[config.mk]
export PLATFORM = sky130hd
export DESIGN_NAME = flash_host
export DESIGN_NICKNAME = d
export VERILOG_FILES = /design/src/hdl/flash_cycle_timer.v /design/src/hdl/flash_host.v
export VERILOG_INCLUDE_DIRS = /design/src /design/src/hdl
export SDC_FILE = /design/constraint.sdc
export NUM_CORES = 1
export LEC_CHECK = 0
export BUFFER_PORTS_ARGS = -buffer_cell sky130_fd_sc_hd__buf_2
export CORE_MARGIN = 4
export CORE_UTILIZATION = 59
export CTS_CLUSTER_DIAMETER = 60
export DETAILED_ROUTE_END_ITERATION = 8
export GPL_ROUTABILITY_DRIVEN = 0
export PLACE_DENSITY = 0.85
export SLEW_MARGIN = 10
export SYNTH_ARGS = -nofsm -noshare
export SYNTH_HDL_FRONTEND = slang
export SYNTH_SLANG_ARGS = --single-unit
[constraint.sdc]
create_clock -name sys_clk -period 7.05 [get_ports sys_clk]
set_clock_uncertainty 0.15 [all_clocks]
set_input_delay 1.0575 -clock sys_clk [delete_from_list [all_inputs] [get_ports sys_clk]]
set_output_delay 1.0575 -clock sys_clk [all_outputs]
set_load 0.05 [all_outputs]
[src/hdl/flash_host_defines.vh]
/*
 * constants for the parallel flash host controller: command codes,
 * status bit positions and pin timing in nanoseconds with cycle counts.
 * assumes a 100 MHz system clock; included by bare name.
 */
`ifndef FLASH_HOST_DEFINES_VH
`define FLASH_HOST_DEFINES_VH

// ****************************************
// clock
// ****************************************
`define CLK_PERIOD_NS     10

// ****************************************
// pin timing, ns as printed, cycles rounded up
// ****************************************
`define T_WP_NS           50
`define T_WPH_NS          35
`define T_AH_NS           90
`define T_ACC_NS          85
`define T_RW_NS           50
`define T_OEHP_NS         50
`define T_RP_NS           500
`define T_RH_NS           50
`define CYC(ns)           (((ns) + `CLK_PERIOD_NS - 1) / `CLK_PERIOD_NS)
// the same timings as counts for the 6-bit pin timer, rounded up to whole cycles, access time one cycle more
`define WP_CYC            6'h05
`define AH_CYC            6'h09
`define ACC_CYC           6'h0a
`define RW_CYC            6'h05
`define OEHP_CYC          6'h05
`define RP_CYC            6'h32
`define RH_CYC            6'h05

// ****************************************
// command codes and addresses
// ****************************************
`define CMD_UNLOCK1_ADDR  12'h555
`define CMD_UNLOCK2_ADDR  12'haaa
`define CMD_UNLOCK1_DATA  8'haa
`define CMD_UNLOCK2_DATA  8'h55
`define CMD_ERASE_SETUP   8'h80
`define CMD_CHIP_ERASE    8'h10
`define CMD_SECTOR_ERASE  8'h30
`define CMD_PROGRAM       8'ha0
`define CMD_ID_ENTRY      8'h90
`define CMD_ID_EXIT       8'hf0
`define CMD_SUSPEND       8'hb0
`define CMD_RESUME        8'h30

// ****************************************
// operation codes on the user side
// ****************************************
`define OP_READ           3'h0
`define OP_PROGRAM        3'h1
`define OP_CHIP_ERASE     3'h2
`define OP_SECTOR_ERASE   3'h3
`define OP_ID_ENTRY       3'h4
`define OP_ID_EXIT        3'h5
`define OP_SUSPEND        3'h6
`define OP_RESUME         3'h7

// ****************************************
// status bit positions
// ****************************************
`define DATA_POLL_POS     7
`define TOGGLE_POS        6
`define PLANE_TOGGLE_POS  2
`define ID_SELECT_POS     0

`endif

[src/hdl/flash_cycle_timer.v]
/*
 * down counter that paces the pin phases of the flash host.
 * assumes a load pulse with a count; done is high once the count has run out.
 */
`timescale 1ns/1ps
`default_nettype none

module flash_cycle_timer
(
   // clock and reset
   input  wire        sys_clk,
   input  wire        rst_n,
   // control
   input  wire        load,
   input  wire [5:0]  count,
   // status
   output wire        done
);

   reg [5:0] remain;

   // a load of n makes done rise n+1 cycles after the cycle with load high
   always @(posedge sys_clk or negedge rst_n)
   begin
      if (!rst_n)
         remain <= 6'h00;
      else if (load)
         remain <= count;
      else if (remain != 6'h00)
         remain <= remain - 6'h01;
   end

   assign done = (remain == 6'h00) && !load;

endmodule
`default_nettype wire

[src/hdl/flash_host.v]
/*
 * host controller for an asynchronous parallel flash: issues command
 * sequences, reads, identification reads and toggle-status polling on the pins.
 * assumes one 100 MHz clock, the flash on its pins, and a user that waits for ready.
 */
`timescale 1ns/1ps
`default_nettype none
`include "flash_host_defines.vh"

module flash_host
(
   // clock and reset
   input  wire         sys_clk,
   input  wire         arst_n,
   // user request
   input  wire         req_valid,
   output wire         req_ready,
   input  wire [2:0]   req_op,
   input  wire [20:0]  req_addr,
   input  wire [15:0]  req_data,
   // user answer
   output reg          rsp_valid,
   output reg  [15:0]  rsp_data,
   output reg          id_mode,
   // flash pins
   output reg  [20:0]  flash_addr,
   input  wire [15:0]  flash_dq_in,
   output reg  [15:0]  flash_dq_out,
   output reg          flash_dq_oe,
   output reg          flash_ce_n,
   output reg          flash_oe_n,
   output reg          flash_we_n,
   output reg          flash_reset_n
);

   // ****************************************
   // states and timing
   // ****************************************
   localparam [3:0] S_RST   = 4'h0;
   localparam [3:0] S_RREC  = 4'h1;
   localparam [3:0] S_IDLE  = 4'h2;
   localparam [3:0] S_WLOW  = 4'h3;
   localparam [3:0] S_WHIGH = 4'h4;
   localparam [3:0] S_RLOW  = 4'h5;
   localparam [3:0] S_RGAP  = 4'h6;
   localparam [3:0] S_PLOW  = 4'h7;
   localparam [3:0] S_PGAP  = 4'h8;

   localparam [5:0] C_WP   = `WP_CYC;
   localparam [5:0] C_WPH  = `AH_CYC;    // covers write high and address hold
   localparam [5:0] C_ACC  = `ACC_CYC;   // access time plus one spare cycle
   localparam [5:0] C_RW   = `RW_CYC;
   localparam [5:0] C_OEHP = `OEHP_CYC;
   localparam [5:0] C_RP   = `RP_CYC;
   localparam [5:0] C_RH   = `RH_CYC;

   // ****************************************
   // reset release and pin sampling
   // ****************************************
   reg        rst_s1;
   reg        rst_n;
   reg [15:0] dq_s1;
   reg [15:0] dq_s2;

   always @(posedge sys_clk or negedge arst_n)
   begin
      if (!arst_n)
      begin
         rst_s1 <= 1'b0;
         rst_n  <= 1'b0;
      end
      else
      begin
         rst_s1 <= 1'b1;
         rst_n  <= rst_s1;
      end
   end

   // data pins come from outside the clock, so two flops before any use
   always @(posedge sys_clk or negedge rst_n)
   begin
      if (!rst_n)
      begin
         dq_s1 <= 16'h0000;
         dq_s2 <= 16'h0000;
      end
      else
      begin
         dq_s1 <= flash_dq_in;
         dq_s2 <= dq_s1;
      end
   end

   // ****************************************
   // command sequence lookup
   // ****************************************
   // returns {last, addr12, data8} for step n of an operation
   function [20:0] seq_step;
      input [2:0]  op;
      input [2:0]  n;
      input [11:0] a;
      input [7:0]  d;
      reg   [7:0]  cmd;
      begin
         cmd = `CMD_ID_EXIT;
         case (op)
            `OP_PROGRAM:      cmd = `CMD_PROGRAM;
            `OP_CHIP_ERASE:   cmd = `CMD_ERASE_SETUP;
            `OP_SECTOR_ERASE: cmd = `CMD_ERASE_SETUP;
            `OP_ID_ENTRY:     cmd = `CMD_ID_ENTRY;
            default:          cmd = `CMD_ID_EXIT;
         endcase
         seq_step = {1'b0, `CMD_UNLOCK1_ADDR, `CMD_UNLOCK1_DATA};
         if (op == `OP_SUSPEND)
            seq_step = {1'b1, a, `CMD_SUSPEND};
         else if (op == `OP_RESUME)
            seq_step = {1'b1, a, `CMD_RESUME};
         else if (n == 3'h1 || n == 3'h4)
            seq_step = {1'b0, `CMD_UNLOCK2_ADDR, `CMD_UNLOCK2_DATA};
         else if (n == 3'h2)
            seq_step = {(op != `OP_CHIP_ERASE && op != `OP_SECTOR_ERASE && op != `OP_PROGRAM),
                        `CMD_UNLOCK1_ADDR, cmd};
         else if (n == 3'h3 && op == `OP_PROGRAM)
            seq_step = {1'b1, a, d};
         // chip at 555, sector at address
         else if (n == 3'h5 && op == `OP_CHIP_ERASE)
            seq_step = {1'b1, `CMD_UNLOCK1_ADDR, `CMD_CHIP_ERASE};
         else if (n == 3'h5)
            seq_step = {1'b1, a, `CMD_SECTOR_ERASE};
      end
   endfunction

   // ****************************************
   // sequencer
   // ****************************************
   reg  [3:0] state;
   reg  [2:0] op;
   reg  [2:0] step;
   reg  [7:0] rec_data;
   reg        last_tog;
   reg        tload;
   reg  [5:0] tcount;
   wire       tdone;
   // request address kept apart, since the pins carry unlock addresses meanwhile
   reg  [20:0] op_addr;
   wire [20:0] cur = seq_step(op, step, op_addr[11:0], rec_data);

   flash_cycle_timer u_timer
   (
      .sys_clk (sys_clk),
      .rst_n   (rst_n),
      .load    (tload),
      .count   (tcount),
      .done    (tdone)
   );

   assign req_ready = (state == S_IDLE) && tdone;

   // one process owns all pins so their phases never overlap
   always @(posedge sys_clk or negedge rst_n)
   begin
      if (!rst_n)
      begin
         state         <= S_RST;
         op            <= `OP_READ;
         step          <= 3'h0;
         rec_data      <= 8'h00;
         op_addr       <= 21'h000000;
         last_tog      <= 1'b0;
         tload         <= 1'b1;
         tcount        <= C_RP;
         rsp_valid     <= 1'b0;
         rsp_data      <= 16'h0000;
         id_mode       <= 1'b0;
         flash_addr    <= 21'h000000;
         flash_dq_out  <= 16'h0000;
         flash_dq_oe   <= 1'b0;
         flash_ce_n    <= 1'b1;
         flash_oe_n    <= 1'b1;
         flash_we_n    <= 1'b1;
         flash_reset_n <= 1'b0;
      end
      else
      begin
         tload     <= 1'b0;
         rsp_valid <= 1'b0;
         case (state)
            S_RST:
               if (tdone && !tload)
               begin
                  flash_reset_n <= 1'b1;
                  tload         <= 1'b1;
                  tcount        <= C_RH;
                  state         <= S_RREC;
               end
            S_RREC:
               if (tdone && !tload)
               begin
                  id_mode <= 1'b0;
                  state   <= S_IDLE;
               end
            S_IDLE:
               if (req_valid && tdone)
               begin
                  op         <= req_op;
                  step       <= 3'h0;
                  rec_data   <= req_data[7:0];
                  op_addr    <= req_addr;
                  flash_addr <= req_addr;
                  flash_ce_n <= 1'b0;
                  if (req_op == `OP_READ)
                  begin
                     flash_oe_n <= 1'b0;
                     tload      <= 1'b1;
                     tcount     <= C_ACC;
                     state      <= S_RLOW;
                  end
                  else
                  begin
                     flash_we_n <= 1'b1;
                     state      <= S_WHIGH;
                     tload      <= 1'b1;
                     tcount     <= 6'h01;
                  end
               end
            // output enable stays high in writes
            // only low byte and 12 address bits
            S_WHIGH:
               if (tdone && !tload)
               begin
                  flash_addr   <= {flash_addr[20:12], cur[19:8]};
                  flash_dq_out <= {8'h00, cur[7:0]};
                  flash_dq_oe  <= 1'b1;
                  flash_oe_n   <= 1'b1;
                  flash_we_n   <= 1'b0;
                  tload        <= 1'b1;
                  tcount       <= C_WP;
                  state        <= S_WLOW;
               end
            S_WLOW:
               if (tdone && !tload)
               begin
                  flash_we_n <= 1'b1;
                  tload      <= 1'b1;
                  tcount     <= C_WPH;
                  if (cur[20])
                  begin
                     if (op == `OP_ID_ENTRY)
                        id_mode <= 1'b1;
                     else if (op == `OP_ID_EXIT)
                        id_mode <= 1'b0;
                     if (op == `OP_PROGRAM || op == `OP_CHIP_ERASE || op == `OP_SECTOR_ERASE ||
                         op == `OP_SUSPEND)
                        state <= S_PGAP;
                     else
                        state <= S_RGAP;
                  end
                  else
                  begin
                     step  <= step + 3'h1;
                     state <= S_WHIGH;
                  end
               end
            S_RLOW:
               if (tdone && !tload)
               begin
                  rsp_data   <= dq_s2;
                  rsp_valid  <= 1'b1;
                  flash_oe_n <= 1'b1;
                  tload      <= 1'b1;
                  tcount     <= C_RW;
                  state      <= S_RGAP;
               end
            S_RGAP:
               if (tdone && !tload)
               begin
                  flash_dq_oe <= 1'b0;
                  flash_ce_n  <= 1'b1;
                  if (op != `OP_READ)
                     rsp_valid <= 1'b1;
                  tload  <= 1'b1;
                  tcount <= C_RW;
                  state  <= S_IDLE;
               end
            // address held for the whole poll
            S_PGAP:
               if (tdone && !tload)
               begin
                  flash_dq_oe <= 1'b0;
                  flash_oe_n  <= 1'b0;
                  tload       <= 1'b1;
                  tcount      <= C_ACC;
                  state       <= S_PLOW;
               end
            S_PLOW:
               if (tdone && !tload)
               begin
                  flash_oe_n <= 1'b1;
                  last_tog   <= dq_s2[`TOGGLE_POS];
                  rsp_data   <= dq_s2;
                  tload      <= 1'b1;
                  tcount     <= C_OEHP;
                  if (step == 3'h7 && last_tog == dq_s2[`TOGGLE_POS])
                     state <= S_RGAP;
                  else
                  begin
                     step  <= 3'h7;
                     state <= S_PGAP;
                  end
               end
            default:
               state <= S_IDLE;
         endcase
      end
   end

endmodule
`default_nettype wire

==> results of run 1 <==
## cells by family (layout without fill, tap and decap cells)
| group | Yosys count | after routing | share of synthesized area, % |
|---|---|---|---|
| simple gates | 208 | 208 | 17.4 |
| mux | 22 | 22 | 5.07 |
| buf+inv | 44 | 147 | 4.09 |
| other cells | 2 | 9 | 0.134 |
| compound gates | 116 | 116 | 13.2 |
| xor+xnor | 5 | 5 | 0.782 |
| flops | 129 | 129 | 57.8 |
| fa+ha+maj | 7 | 7 | 1.56 |
## layout make-up
cell class | instances | area (um2) | share of cell area [%]
inverters | 11 | 41.3 | 0.616
clock buffers | 17 | 414 | 6.18
well taps | 129 | 161 | 2.41
multi-input cells | 367 | 2160 | 32.3
clock inverters | 15 | 159 | 2.37
repair buffers | 104 | 523 | 7.81
flip-flops and latches | 129 | 3240 | 48.3
## stage by stage
| stage | util, % | instance area (um2) |
|---|---|---|
| finish | 72.5 | 6700 |
| global route | 72.5 | 6700 |
| CTS | 72.5 | 6700 |
| detailed placement | 66.3 | 6130 |
| global placement | 66.3 | 6130 |
| floorplan | - | 5630 |
## cell usage in the layout (no fill, tap or decap), types with 4 or more instances in the layout
cell         n
dfrtp_1    122
nand2_1    110
buf_2      103
nor2_1      39
a21oi_1     28
o21ai_0     27
clkbuf_16   16
o31ai_1     13
nand3_1     12
inv_1       11
mux2_2      11
a31oi_1     11
mux2_4      10
nand2b_1     9
nor3_1       9
conb_1       9
ha_1         7
inv_6        7
nor2b_1      6
dfstp_2      6
a211oi_1     5
a2bb2oi_1    5
o21a_1       4
and2_1       4
a21o_1       4
inv_8        4
## routing by layer
metal | track usage [%] | wire [um] | vias to the layer above
met5 | 0 | 0 | -
met4 | 7.50 | 182 | 0
met3 | 6.86 | 951 | 20
met2 | 37.2 | 5910 | 185
met1 | 29.4 | 5040 | 2027
li1 | - | - | 2011
## critical path, stage by stage, from the launching register on
cell	delay, ps
dfrtp_1	790
nor2b_1	340
nand2_1	330
nor2_1	220
buf_2	300
## power by group
part | total, uW | internal, uW | switching, uW
clock network | 850 | 485 | 365
registers | 761 | 751 | 9.90
logic | 39.3 | 13.3 | 26.1
## how the worst min path moves through the flow
stage                           end       from  cells past startpoint  slack [ps]
after detailed placement  dq_s2[11]  dq_s1[11]                      0         180
after CTS                     rst_n     arst_n                      1         140
after global placement    dq_s2[15]  dq_s1[15]                      0         180
final                         rst_n     arst_n                      1         160
after floorplan            dq_s2[0]   dq_s1[0]                      0         180
after global routing          rst_n     arst_n                      1         150
## sequential cells by signal (all words and copies together) (netlist names), 3 cells and up
name and cells:
op_addr 12, flash_addr 21, u_timer.remain 6, dq_s1 16, rec_data 8, op 3, state 4, tcount 5
flash_dq_out 8, dq_s2 16, step 3, rsp_data 16
==> reports/metrics.cfg, run 1 <==
[status]
outcome=finished clean

[yosys]
ys.flop_type=dfrtp_1
synth-edff-count=0
yosysTopAreaCell=dfrtp_1
netlist_area_um2=5600
synthTopCellsByArea=dfrtp_1, nand2_1, dfstp_2
netlist_top_cells_count=dfrtp_1, nand2_1, nor2_1
yosys_warnings=0
synth-seq-cells=129
synth_cell_types=59
synthDominantCellAreaShare_pct=55.0
synthesis.instances=533
avgSynthCellArea_um2=10.5
yosysSeqAreaShare_pct=57.8
yosysMostFrequentCell=dfrtp_1
synthArstFlopShare_pct=100

[critical_path]
cp-startpoint=state[1]
reg2reg_depth=7
crit_required_ps=5840
timing.rr.start=u_timer.remain[0]
path_max_fanout=22
critPathArrivalTime_ps=2490
startpoint_type=register
endpoint_kind=output port
r2r-end=op[2]
reg2reg_slack_ps=3520
path_class=register to output port
cp-endpoint=req_ready

[finish]
instances_no_fill=772
syn2layout_area_growth_pct=19.7
drive_above_1_share_pct=27.5
num_antenna_cells=0
fin_nets=696
fillers=641

[clock_network]
cts.reportedPaths.clkPinSlew_ps=70
postCtsSetupRepairBufs=0
cts_max_path_buffers=2
cts_resized=0
worstSkewPairLatency_ps=520
cts-root-buf=clkbuf_8
htree_num_levels=4
cts_num_sinks=129
cts_tree=built
numCtsBuffers=17
holdBufCountCts=0

[timing]
finalMaxSlewViolations=0
min_period_over_period_pct=52.4
rsz0062_at_grt=no
setup_tns_ps=0
final_hold_viol_count=0
hold_ws_ps=160
fmax_mhz=270
period_needed_ps=3700
setup_viol=0
tightest_slew_ps=1160
fin_ws_ps=3350
slew_headroom_pct=22.7

[die]
fp.dieH_um=105
rows=35
die_w_um=105
coreArea_um2=9240
initial_core_util_pct=60.6
io_pins=120
die_area_um2=11100

[worst_hold_path]
min_path_type=input port to asynchronous set/reset pin

[job]
maxCapViolCount=0

[grt]
grt_max_degree=71
grt_overflow=0
antenna_found_initial=0
grt_pass1_wl_um=20300
track_usage_pct=22.8
grt_pass1_vias=4282

[detailed_routing]
drt_iter0_markers=299
ant_nets=0
wl_um=12100
wl_per_cell_um=15.6
num_vias=4243
drc_errors=0
firstDrtPassIters=5
via_per_inst=5.50

[power_and_ir_drop]
finalPower_uw=1650
p_per_area_nw_per_um2=246
p_leak_uw=0.00342
max-vdd-ir-drop_v=0.000172

[placement]
dp_hpwl_um=8240
place_ws_ps=3570
io_buffer_count=103
dp.cells=740

Note: power is estimated with default switching activity, not from simulation.
==> run 2: changes to the inputs <==
Settings changed: ABC_AREA from default to 1, CORE_UTILIZATION 59 to 55, PLACE_DENSITY 0.85 to 0.8.
Clock period 7.05 ns to 3.9 ns, I/O delays scaled along.
==> run 2 against run 1 <==
  * Final cell count is 17% higher
  * Largest power group is now combinational logic
  * Critical path type unchanged
  * Sequential cell count stayed put
  * Clock-buffer cell count is 4 higher
  * Clock power is 75% higher
  * Design area is 2.4% higher
==> reports/metrics.cfg, run 2 <==
[grt]
track_usage_pct=21.7
grt_overflow=0
use_met2_pct=36.7
grt_use_met3_pct=6.70
grt_pass1_vias=4486
antenna_found_initial=1
busiest_layer=met2
grt_pass1_wl_um=20600
grt_util_met1_pct=26.7
grt_max_degree=67

[clock_network]
cts_resized=0
cts-root-buf=clkbuf_8
cts_tree=built
numCtsBuffers=17
cts_num_sinks=129
cts.reportedPaths.clkPinSlew_ps=60
htree_num_levels=4
worstSkewPairLatency_ps=510
cts_max_path_buffers=2

[timing]
setup_tns_ps=0
setup_viol=0
rsz0062_at_grt=no
fmax_mhz=318
final_hold_viol_count=0
finalMaxSlewViolations=0
tightest_slew_ps=808
slew_headroom_pct=46.2
min_period_over_period_pct=80.5
hold_ws_ps=26.3
period_needed_ps=3140

[yosys]
yosys_warnings=0
avgSynthCellArea_um2=8.83
yosysTopAreaCell=dfrtp_1
synthTopCellsByArea=dfrtp_1, nand2_1, nor2_1
synth_cell_types=40
netlist_top_cells_count=nand2_1, dfrtp_1, nor2_1
netlist_area_um2=5760
yosysSeqAreaShare_pct=56.2
synthArstFlopShare_pct=100
synthesis.instances=652
synthDominantCellAreaShare_pct=53.4
synth-seq-cells=129
ys.flop_type=dfrtp_1
synth-edff-count=0
yosysMostFrequentCell=nand2_1

[detailed_routing]
ant_nets=0
firstDrtPassIters=5
via_per_inst=5.11
num_vias=4625
drc_errors=0
wl_um=12500
drt_iter0_markers=339
wl_per_cell_um=13.8

[die]
die_area_um2=12200
rows=37
die_w_um=110
coreArea_um2=10300
io_pins=120
initial_core_util_pct=56.0
fp.dieH_um=110

[worst_hold_path]
min_path_type=input port to register
min_path_cells=1

[finish]
fin_nets=822
largest_reg_flops=21
final_common_cell=nand2_1
layout_common_cells=nand2_1, dfrtp_1, buf_2
num_antenna_cells=0
drive_above_1_share_pct=23.7
regMostFlops=flash_addr
syn2layout_area_growth_pct=19.2

[job]
maxCapViolCount=0

[power_and_ir_drop]
p_leak_uw=0.00374
max-vdd-ir-drop_v=0.000595
p_per_area_nw_per_um2=907

[critical_path]
path_max_fanout=11
path_class=register to output port
endpoint_kind=output port
crit_required_ps=3160
critPathArrivalTime_ps=2410
startpoint_type=register
reg2reg_depth=11

[status]
outcome=finished clean

[placement]
io_buffer_count=103
dp_hpwl_um=8780

[run 2: cell types whose count changed after synthesis, moves of 10 or more]
cell,previous run,this run
o31ai_1,13,0
nor2_1,39,58
clkbuf_1,12,1
o21ai_0,27,37
mux2_2,11,0
nand2_1,110,201
o21ai_1,3,15
mux2_4,10,0
inv_1,11,57
nand3_1,12,33
[run 2: timing repair]
| action | in CTS | in global routing |
|---|---|---|
| setup buffers | 0 | 0 |
| hold buffers | 1 | 0 |
| endpoints found under the hold margin | 2 | 0 |
[run 2: cells by family (layout without fill, tap and decap cells)]
kind of cell	Yosys count	count (layout)	share of synthesized area, %
flip-flops	129	129	56.2
AO/OA/AOI/OAI	95	95	9.60
AND/OR/NAND/NOR	325	325	24.5
adder cells (fa/ha/maj)	7	7	1.52
buffers and inverters	94	204	8.10
other	2	9	0.130
[run 2: through the flow]
step,instances,total power (uW),utilization (%),cell area (um2),setup slack [ps]
6_report,905,6220,66.8,6860,759
5_1_grt,905,6640,66.8,6860,617
3_5_place_dp,872,4730,61.2,6290,1220
2_1_floorplan,659,4180,-,5790,1610
4_1_cts,905,6240,66.8,6860,763
3_3_place_gp,872,4630,61.2,6290,1330
[run 2: path summary, 6_finish.rpt]
kind	endpoint	start	slack [ps]
max	req_ready	u_timer.remain[0]	760
min	dq_s1[10]	flash_dq_in[10]	30
max reg2reg	tcount[0]	u_timer.remain[0]	1190
min reg2reg	dq_s2[13]	dq_s1[13]	190
max in group asynchronous	dq_s1[0]	rst_n	2510
min in group asynchronous	rst_n	arst_n	240
[run 2: worst max-delay path, cell delays in order, from the launching register on]
cell     delay (ps)
dfrtp_1         380
inv_1           100
ha_1            200
nand2_1          90
nor2_2          100
nand3_1         260
buf_4           310
nor2_8          150
buf_2           300
[run 2: per-layer routing]
layer / routed length [um] / vias up
met1: 5130 / 2166
met2: 6210 / 181
met4: 173 / 2
li1: - / 2254
met5: 13 / -
met3: 993 / 22
[run 2: layout make-up]
type	instances	area (um2)
Timing Repair Buffer	107	561
Sequential cell	129	3240
Clock inverter	11	114
Clock buffer	21	449
Tap cell	136	170
Multi-Input combinational cell	436	2080
Inverter	65	246
Fill cell	780	3410
[run 2: power breakdown]
part | total [uW] | leakage (uW) | switching (uW) | internal, uW
registers | 2100 | 0.00157 | 307 | 1790
logic | 2640 | 0.00189 | 1930 | 703
clock network | 1490 | 0.000277 | 551 | 936
total | 6220 | 0.00374 | 2790 | 3430
